[src/pkg/lfag_cfg.svh]
`ifndef LFAG_CFG_SVH
`define LFAG_CFG_SVH

// fuse byte defaults, 0 = programmed
`define LFAG_EXT_DEFAULT  8'h0F
`define LFAG_HIGH_DEFAULT 8'h99
`define LFAG_LOW_DEFAULT  8'h62
`define LFAG_LOCK_DEFAULT 8'hFF
// extended byte: only brown-out level bits exist
`define LFAG_EXT_USED_MASK 8'h07

// lock byte field positions
`define LFAG_LOCK_MEM_A    0
`define LFAG_LOCK_MEM_B    1
`define LFAG_LOCK_APP_LO   2
`define LFAG_LOCK_APP_HI   3
`define LFAG_LOCK_BOOT_LO  4
`define LFAG_LOCK_BOOT_HI  5

// high byte field positions
`define LFAG_HI_OCD        7
`define LFAG_HI_JTAG       6
`define LFAG_HI_SERIAL_DL  5
`define LFAG_HI_WDT_ON     4
`define LFAG_HI_EE_SAVE    3
`define LFAG_HI_BOOT_SZ_LSB 1
`define LFAG_HI_BOOT_RST   0

// low byte field positions
`define LFAG_LO_DIV8       7
`define LFAG_LO_CLOCK_OUTPUT_ENABLE      6
`define LFAG_LO_SUT_LSB    4
`define LFAG_LO_CKSEL_LSB  0

// signature space addresses
`define LFAG_SIG_ADDR0 2'h0
`define LFAG_SIG_ADDR1 2'h1
`define LFAG_SIG_ADDR2 2'h2

`endif

[src/pkg/lfag_pkg.sv]
`default_nettype none
package lfag_pkg;

  typedef enum logic [1:0] {
    LFAG_SEL_LOW,
    LFAG_SEL_HIGH,
    LFAG_SEL_EXT,
    LFAG_SEL_LOCK
  } lfag_sel_e;

  typedef enum logic [1:0] {
    LFAG_MODE_NORMAL,
    LFAG_MODE_PROG
  } lfag_mode_e;

  // one cpu-side access request
  typedef struct packed {
    logic valid;
    logic is_store;
    logic from_boot;
    logic to_boot;
  } lfag_req_s;

  // decoded, applied configuration
  typedef struct packed {
    logic       onchip_debug_enable;
    logic       boundary_scan_enable;
    logic       serial_download_enable;
    logic       watchdog_always_on;
    logic       erase_preserve_eeprom;
    logic [1:0] boot_size;
    logic       boot_reset_vector_sel;
    logic       clock_div_eight;
    logic       clock_output_enable;
    logic [1:0] startup_time;
    logic [3:0] clock_source;
    logic [2:0] brownout_level;
  } lfag_cfg_s;

  typedef struct packed {
    lfag_mode_e mode;
    logic       pwr_seen;
    logic [7:0] ext_nv;
    logic [7:0] high_nv;
    logic [7:0] low_nv;
    logic [7:0] lock_nv;
    logic [7:0] ext_lat;
    logic [7:0] high_lat;
    logic [7:0] low_lat;
    logic       prog_s1;
    logic       prog_s2;
    logic       allow;
    logic       deny;
    logic       irq_mask;
    logic       refused;
    logic       done;
    logic [7:0] rdata;
    logic       rvalid;
    logic       ee_keep;
    lfag_cfg_s  cfg;
  } lfag_state_s;

endpackage : lfag_pkg
`default_nettype wire

[src/rtl/lfag_guard.sv]
// Behaviour
// - app lock 11: stores and table reads of application unrestricted
// - app lock 10: stores to application blocked, table reads allowed
// - app lock 00: block stores, block boot-code table reads of application
// - app lock 01: block boot-code table reads of application, allow stores
// - app lock 0x, vectors in boot: mask interrupts in application code
// - boot lock 11: stores and table reads of boot unrestricted
// - boot lock 10: stores to boot blocked, table reads allowed
// - boot lock 00: block stores, block app-code table reads of boot
// - boot lock 01: block app-code table reads of boot, allow stores
// - boot lock 0x, vectors in application: mask interrupts in boot code
// - configuration bits read 0 when programmed, 1 when not
// - extended byte: bits 2:0 brown-out level, 7:3 read 0, default 0x0F
// - high byte layout per field order, default 0x99
// - low byte layout per field order, default 0x62
// - serial programming cannot read or alter serial-download enable bit
// - chip erase leaves configuration bytes unchanged
// - first memory lock bit programmed: configuration writes refused
// - fuses captured at programming entry, changes apply after exit
// - erase-preserve acts at once; keeps eeprom through chip erase
// - normal mode: fuses captured at power-up and applied
// - three signature bytes at 0x000..0x002, readable even when locked
// - lock bits return to 1 only by chip erase
//
// Implementation choices: the address map and the strobed register port.
`timescale 1ns/1ps
`default_nettype none
`include "lfag_cfg.svh"

module lfag_guard #(
  parameter logic [7:0] SIG_BYTE0 = 8'hA5, // arbitrary identity value
  parameter logic [7:0] SIG_BYTE1 = 8'h5A, // arbitrary identity value
  parameter logic [7:0] SIG_BYTE2 = 8'h3C  // arbitrary identity value
) (
  // clock and reset
  input  wire logic               core_clk_in,
  input  wire logic               srst_in,
  // cpu access check
  input  wire lfag_pkg::lfag_req_s req_in,
  input  wire logic               vectors_in_boot_in,
  input  wire logic               exec_in_boot_in,
  output logic                    access_allow_out,
  output logic                    access_deny_out,
  output logic                    irq_mask_out,
  // programmer, asynchronous mode pin
  input  wire logic               prog_mode_in,
  input  wire logic               prog_serial_in,
  input  wire logic               prog_wr_in,
  input  wire logic               prog_rd_in,
  input  wire logic               prog_erase_in,
  input  wire logic               prog_sig_in,
  input  wire logic [1:0]         prog_sel_in,
  input  wire logic [7:0]         prog_wdata_in,
  output logic [7:0]              prog_rdata_out,
  output logic                    prog_rvalid_out,
  output logic                    prog_refused_out,
  output logic                    prog_done_out,
  // applied configuration
  output lfag_pkg::lfag_cfg_s     cfg_out,
  output logic                    eeprom_keep_out
);

  ////////////////////////////////////////////////////////////////////////
  function automatic lfag_pkg::lfag_cfg_s decode_cfg(
    input logic [7:0] e, input logic [7:0] h, input logic [7:0] l);
    lfag_pkg::lfag_cfg_s c;
    c.onchip_debug_enable    = h[`LFAG_HI_OCD];
    c.boundary_scan_enable   = h[`LFAG_HI_JTAG];
    c.serial_download_enable = h[`LFAG_HI_SERIAL_DL];
    c.watchdog_always_on     = h[`LFAG_HI_WDT_ON];
    c.erase_preserve_eeprom  = h[`LFAG_HI_EE_SAVE];
    c.boot_size              = h[`LFAG_HI_BOOT_SZ_LSB +: 2];
    c.boot_reset_vector_sel  = h[`LFAG_HI_BOOT_RST];
    c.clock_div_eight        = l[`LFAG_LO_DIV8];
    c.clock_output_enable    = l[`LFAG_LO_CLOCK_OUTPUT_ENABLE];
    c.startup_time           = l[`LFAG_LO_SUT_LSB +: 2];
    c.clock_source           = l[`LFAG_LO_CKSEL_LSB +: 4];
    c.brownout_level         = e[2:0];
    return c;
  endfunction : decode_cfg

  // one lock pair; own = executing code lives in the guarded section
  function automatic logic pair_ok(input logic hi, input logic lo,
                                   input logic is_store, input logic own);
    logic ok;
    ok = 1'b1;
    if (is_store) begin
      ok = lo;
    end else if (!hi && !own) begin
      ok = 1'b0;
    end
    return ok;
  endfunction : pair_ok

  ////////////////////////////////////////////////////////////////////////
  lfag_pkg::lfag_state_s s_q;
  lfag_pkg::lfag_state_s s_d;
  logic                  app_hi;
  logic                  app_lo;
  logic                  boot_hi;
  logic                  boot_lo;
  logic                  locked;
  logic                  in_prog;
  logic [7:0]            wmask;

  assign app_hi  = s_q.lock_nv[`LFAG_LOCK_APP_HI];
  assign app_lo  = s_q.lock_nv[`LFAG_LOCK_APP_LO];
  assign boot_hi = s_q.lock_nv[`LFAG_LOCK_BOOT_HI];
  assign boot_lo = s_q.lock_nv[`LFAG_LOCK_BOOT_LO];
  assign locked  = !s_q.lock_nv[`LFAG_LOCK_MEM_A];
  assign in_prog = (s_q.mode == lfag_pkg::LFAG_MODE_PROG);

  always_comb begin
    s_d         = s_q;
    s_d.refused = 1'b0;
    s_d.done    = 1'b0;
    s_d.rvalid  = 1'b0;
    wmask       = 8'hFF;
    // mode pin is asynchronous to the core clock
    s_d.prog_s1 = prog_mode_in;
    s_d.prog_s2 = s_q.prog_s1;

    // access check, decoded in the cycle of the request
    s_d.allow = 1'b0;
    s_d.deny  = 1'b0;
    if (req_in.valid) begin
      if (req_in.to_boot) begin
        s_d.allow = pair_ok(boot_hi, boot_lo, req_in.is_store,
                            req_in.from_boot);
      end else begin
        s_d.allow = pair_ok(app_hi, app_lo, req_in.is_store,
                            !req_in.from_boot);
      end
      s_d.deny = !s_d.allow;
    end
    s_d.irq_mask = (vectors_in_boot_in && !exec_in_boot_in && !app_hi)
                || (!vectors_in_boot_in && exec_in_boot_in && !boot_hi);

    // programming entry and exit
    case (s_q.mode)
      lfag_pkg::LFAG_MODE_NORMAL: begin
        if (s_q.prog_s2) begin
          s_d.mode     = lfag_pkg::LFAG_MODE_PROG;
          s_d.ext_lat  = s_q.ext_nv;
          s_d.high_lat = s_q.high_nv;
          s_d.low_lat  = s_q.low_nv;
        end
      end
      lfag_pkg::LFAG_MODE_PROG: begin
        if (!s_q.prog_s2) begin
          s_d.mode     = lfag_pkg::LFAG_MODE_NORMAL;
          s_d.ext_lat  = s_q.ext_nv;
          s_d.high_lat = s_q.high_nv;
          s_d.low_lat  = s_q.low_nv;
        end
      end
      default: s_d.mode = lfag_pkg::LFAG_MODE_NORMAL;
    endcase

    // first clock after reset is the power-up capture
    if (!s_q.pwr_seen) begin
      s_d.pwr_seen = 1'b1;
      s_d.ext_lat  = s_q.ext_nv;
      s_d.high_lat = s_q.high_nv;
      s_d.low_lat  = s_q.low_nv;
    end

    // programmer commands, honoured only inside a session
    if (in_prog && prog_erase_in) begin
      // fuse bytes untouched: only locks return to unprogrammed
      s_d.lock_nv = `LFAG_LOCK_DEFAULT;
      s_d.done    = 1'b1;
    end else if (in_prog && prog_wr_in) begin
      if (prog_sel_in == lfag_pkg::LFAG_SEL_LOCK) begin
        // writes only program bits; a 0 never returns to 1
        s_d.lock_nv = s_q.lock_nv & prog_wdata_in;
        s_d.done    = 1'b1;
      end else if (locked) begin
        s_d.refused = 1'b1;
      end else begin
        if (prog_serial_in) begin
          wmask[`LFAG_HI_SERIAL_DL] = 1'b0;
        end
        case (prog_sel_in)
          lfag_pkg::LFAG_SEL_LOW:  s_d.low_nv = prog_wdata_in;
          lfag_pkg::LFAG_SEL_HIGH: s_d.high_nv = (prog_wdata_in & wmask)
                                               | (s_q.high_nv & ~wmask);
          lfag_pkg::LFAG_SEL_EXT:
            s_d.ext_nv = prog_wdata_in & `LFAG_EXT_USED_MASK;
          default: s_d.low_nv = s_q.low_nv;
        endcase
        s_d.done = 1'b1;
      end
    end else if (in_prog && prog_rd_in) begin
      s_d.rvalid = 1'b1;
      if (prog_sig_in) begin
        // signature space ignores the lock state
        case (prog_sel_in)
          `LFAG_SIG_ADDR0: s_d.rdata = SIG_BYTE0;
          `LFAG_SIG_ADDR1: s_d.rdata = SIG_BYTE1;
          `LFAG_SIG_ADDR2: s_d.rdata = SIG_BYTE2;
          default:         s_d.rdata = 8'hFF;
        endcase
      end else begin
        // stored bits, 0 = programmed; extended bits 7:3 read 0, serial read of high shows download bit as 1
        case (prog_sel_in)
          lfag_pkg::LFAG_SEL_LOW:  s_d.rdata = s_q.low_nv;
          lfag_pkg::LFAG_SEL_HIGH: begin
            s_d.rdata = s_q.high_nv;
            if (prog_serial_in) begin
              s_d.rdata[`LFAG_HI_SERIAL_DL] = 1'b1;
            end
          end
          lfag_pkg::LFAG_SEL_EXT:  s_d.rdata = s_q.ext_nv & `LFAG_EXT_USED_MASK;
          default:                 s_d.rdata = s_q.lock_nv;
        endcase
      end
    end

    s_d.cfg = decode_cfg(s_q.ext_lat, s_q.high_lat, s_q.low_lat);
    // erase-preserve follows the stored bit, not the latch
    s_d.ee_keep = !s_q.high_nv[`LFAG_HI_EE_SAVE];
  end

  ////////////////////////////////////////////////////////////////////////
  // reset stands for power-on: cells come up at the default bytes, no image is kept
  always_ff @(posedge core_clk_in) begin
    if (srst_in) begin
      s_q.mode     <= lfag_pkg::LFAG_MODE_NORMAL;
      s_q.pwr_seen <= 1'b0;
      s_q.ext_lat  <= `LFAG_EXT_DEFAULT;
      s_q.high_lat <= `LFAG_HIGH_DEFAULT;
      s_q.low_lat  <= `LFAG_LOW_DEFAULT;
      s_q.prog_s1  <= 1'b0;
      s_q.prog_s2  <= 1'b0;
      s_q.allow    <= 1'b0;
      s_q.deny     <= 1'b0;
      s_q.irq_mask <= 1'b0;
      s_q.refused  <= 1'b0;
      s_q.done     <= 1'b0;
      s_q.rdata    <= 8'h00;
      s_q.rvalid   <= 1'b0;
      s_q.ee_keep  <= 1'b0;
      s_q.cfg      <= '0;
      s_q.ext_nv   <= `LFAG_EXT_DEFAULT;
      s_q.high_nv  <= `LFAG_HIGH_DEFAULT;
      s_q.low_nv   <= `LFAG_LOW_DEFAULT;
      s_q.lock_nv  <= `LFAG_LOCK_DEFAULT;
    end else begin
      s_q <= s_d;
    end
  end

  assign access_allow_out = s_q.allow;
  assign access_deny_out  = s_q.deny;
  assign irq_mask_out     = s_q.irq_mask;
  assign prog_rdata_out   = s_q.rdata;
  assign prog_rvalid_out  = s_q.rvalid;
  assign prog_refused_out = s_q.refused;
  assign prog_done_out    = s_q.done;
  assign cfg_out          = s_q.cfg;
  assign eeprom_keep_out  = s_q.ee_keep;
endmodule : lfag_guard
`default_nettype wire

[config.mk]
export PLATFORM = sky130hd
export DESIGN_NAME = lfag_guard
export DESIGN_NICKNAME = d
export VERILOG_FILES = /design/src/pkg/lfag_pkg.sv /design/src/rtl/lfag_guard.sv
export VERILOG_INCLUDE_DIRS = /design/src /design/src/pkg
export SDC_FILE = /design/constraint.sdc
export NUM_CORES = 1
export LEC_CHECK = 0
export ABC_AREA = 1
export BUFFER_PORTS_ARGS = -buffer_cell sky130_fd_sc_hd__buf_2
export CAP_MARGIN = 25
export CORE_MARGIN = 3
export CORE_UTILIZATION = 59
export DETAILED_ROUTE_END_ITERATION = 12
export GPL_TIMING_DRIVEN = 0
export PLACE_DENSITY_LB_ADDON = 0.12
export SLEW_MARGIN = 5
export SYNTH_ARGS = -nofsm -noshare
export SYNTH_HDL_FRONTEND = slang
export SYNTH_SLANG_ARGS = --single-unit
[constraint.sdc]
create_clock -name core_clk_in -period 4.63 [get_ports core_clk_in]
set_clock_uncertainty 0.1 [all_clocks]
set_input_delay 1.389 -clock core_clk_in [delete_from_list [all_inputs] [get_ports core_clk_in]]
set_output_delay 1.389 -clock core_clk_in [all_outputs]
set_load 0.05 [all_outputs]
==> impl_metrics.csv <==
group,metric,value,unit
layout,area_growth,16.5,%
yosys,synth_area,3360,um2
yosys,synth-compound-area-share,0.105,
global_routing,overflow,0,
floorplan,io_pins,58,
drt,drt_iter0_drc,201,
clock_tree,cts_setup_buffers,0,
yosys,yosys.area_share.adder,0.0186,
yosys,synth-seq-cells,84,
layout,multi_input_area,1190,um2
global_routing,grt_pass1_wl,12900,um
drt,routed-via-count,2912,
min_path,min_path_type,"register to register",
layout,fin_nets,529,
timing,min_period,2.60,ns
clock_tree,cts_tree,"yes",
setup_path,rr_worst_depth,5,
yosys,async_reset_ff_frac,0,
floorplan,die_area,6630,um2
yosys,synth-seq-area-share,0.501,
timing,tns,0,ns
floorplan,initial_core_util,0.633,
timing,period_share,0.562,
pwr,finalPower,1.41,mW
setup_path,end_kind,"register",
timing,slew_viol_final,0,
placed_design,placed_cells_incl_taps,559,
timing,maxSlewHeadroom,0.605,
timing,setup_viol,0,
pwr,leakage,1.98,nW
layout,final_core_util,0.738,
clock_tree,clock_path_buffers,2,
drt,drc,0,
timing,final_hold_viol_count,0,
yosys,ys.flop_type,"dfxtp_1",
floorplan,die_w,81.4,um
yosys,synth_top_family_by_area,"simple AND/OR/NAND/NOR gates",
drt,dr.pass1.iters,5,
yosys,mappedNetlistNets,462,
drt,viasPerCell,5.06,
clock_tree,cts_root_buf,"clkbuf_8",
status,status,"completed",
timing,rsz0062_at_grt,"false",
placed_design,placed_area,3720,um2
clock_tree,clk_latency,0.35,ns
layout,drive_gt1_frac,0.230,
floorplan,core-area,5300,um2
min_path,min_path_cells,2,
setup_path,start_kind,"primary input",
drt,routed_wl,7930,um
placed_design,place.gp.congestion,0.873,
clock_tree,cts_made_buffers,9,
clock_tree,cts_resized,0,
yosys,yosysUniqueCellTypes,24,
yosys,synthSimpleGateAreaFrac,0.231,
clock_tree,htree_levels,3,
clock_tree,clk_pin_slew,0.09,ns
yosys,syn_inst,433,
timing,timing.fmax,384,MHz
yosys,synth_warnings,0,
floorplan,die_h,81.4,um
setup_path,cp_max_fo,10,
global_routing,antenna_found_initial,0,
pwr,p_per_area,362,nW/um2
setup_path,critical_path_class,"primary input to register",
global_routing,grt_usage,0.262,
layout,fillers,446,
layout,seqCellArea,1680,um2
placed_design,io_buffers,56,
pwr,vdd_drop_max,197,uV
setup_path,critPathArrivalTime,2.72,ns
drt,ant_nets,0,
global_routing,grt_pass1_vias,2729,
timing,worst_pin_slew,0.592,ns
yosys,muxShareOfSynthArea,0,
run,maxCapViolations,0,
clock_tree,hold_buffers,0,
layout,fin_cells,575,
layout,design_area,3910,um2
placed_design,dp_hpwl,5790,um
clock_tree,clock_sinks,84,
setup_path,required,4.75,ns
yosys,synth-xor-area-share,0,
floorplan,rows,26,
yosys,synth_area_per_cell,7.75,um2
drt,wire_per_inst,13.8,um
yosys,synth_edf_count,0,
layout,antenna_cells,0,
global_routing,grt_start_max_net_pins,15,
-- synth_stat cells, types with 2 or more instances --
| cell type | n | area, um2 |
|---|---|---|
| nand4_1 | 2 | 12.5 |
| nor2_1 | 56 | 210 |
| dfxtp_1 | 84 | 1680 |
| o21ai_0 | 27 | 135 |
| nand3_1 | 36 | 180 |
| buf_4 | 28 | 210 |
| a21oi_1 | 24 | 120 |
| o211ai_1 | 12 | 90.1 |
| inv_1 | 48 | 180 |
| nand2_1 | 86 | 323 |
| ha_1 | 5 | 62.6 |
| buf_2 | 9 | 45.0 |
| buf_6 | 2 | 22.5 |
| clkbuf_1 | 4 | 15.0 |
-- sequential cells by signal (all words and copies together), names as in the netlist, named ones only --
signal / cells
app_hi: 1
cfg_out: 19
s_q: 25
boot_lo: 1
eeprom_keep_out: 1
prog_rvalid_out: 1
prog_rdata_out: 8
app_lo: 1
access_deny_out: 1
boot_hi: 1
irq_mask_out: 1
s_d: 20
access_allow_out: 1
prog_refused_out: 1
prog_done_out: 1
-- layer usage --
metal	vias up	track usage	part of all wire
li1	1479	-	-
met1	1310	0.349	0.44
met2	107	0.417	0.46
met3	16	0.0537	0.071
met4	0	0.0997	0.023
met5	-	0	0
-- per-stage QoR --
stage          setup WS (ns)  hold WS [ns]
2_1_floorplan           2.11         0.288
3_3_place_gp            1.68         0.295
3_5_place_dp            1.66         0.297
4_1_cts                 2.03         0.311
5_1_grt                 1.95         0.332
6_report                2.03         0.307
-- cells by family (layout without fill, tap and decap cells) --
| kind of cell | Yosys count | in the layout |
|---|---|---|
| buf+inv | 94 | 166 |
| fa+ha+maj | 5 | 5 |
| simple gates | 186 | 186 |
| compound gates | 64 | 64 |
| flops | 84 | 84 |
-- path summary, 6_finish.rpt --
check / slack [ns] / startpoint / endpoint
setup reg to reg: 3.16 / s_q[93] / prog_rdata_out[2]
setup / recovery: 2.03 / prog_sel_in[0] / prog_rdata_out[2]
hold reg to reg: 0.31 / s_d[34] / s_q[34]
hold / removal: 0.31 / s_d[34] / s_q[34]
-- area by class of cell --
class	count	area share
Buffer	45	0.0771
Clock buffer	12	0.0397
Clock inverter	4	0.00831
Inverter	49	0.0470
Multi-Input combinational cell	255	0.304
Sequential cell	84	0.430
Tap cell	70	0.0224
Timing Repair Buffer	56	0.0716
-- power by group --
part           total [mW]  switching (mW)  internal [mW]
clock network       0.490           0.262          0.227
registers           0.755         0.00882          0.746
logic               0.170           0.117         0.0530
total                1.41           0.388           1.03
-- critical path: stages --
cell,delay (ns)
buf_2,0.13
ha_1,0.29
inv_1,0.17
buf_2,0.25
nand2_1,0.07
o21ai_0,0.29
a21oi_1,0.13
-- cells in the final DEF, fill, tap and decap left out, types with 2 or more instances in the layout --
cell type / Yosys / routed
clkinvlp_4: 0 / 2
nor2_1: 56 / 56
a21oi_1: 24 / 24
nand2_1: 86 / 86
clkbuf_8: 0 / 11
clkbuf_1: 4 / 5
inv_1: 48 / 48
nand3_1: 36 / 36
ha_1: 5 / 5
o211ai_1: 12 / 12
buf_4: 28 / 28
nand4_1: 2 / 2
buf_6: 2 / 2
o21ai_0: 27 / 27
dfxtp_1: 84 / 84
buf_2: 9 / 65
Power figures use the tool's default switching activity.
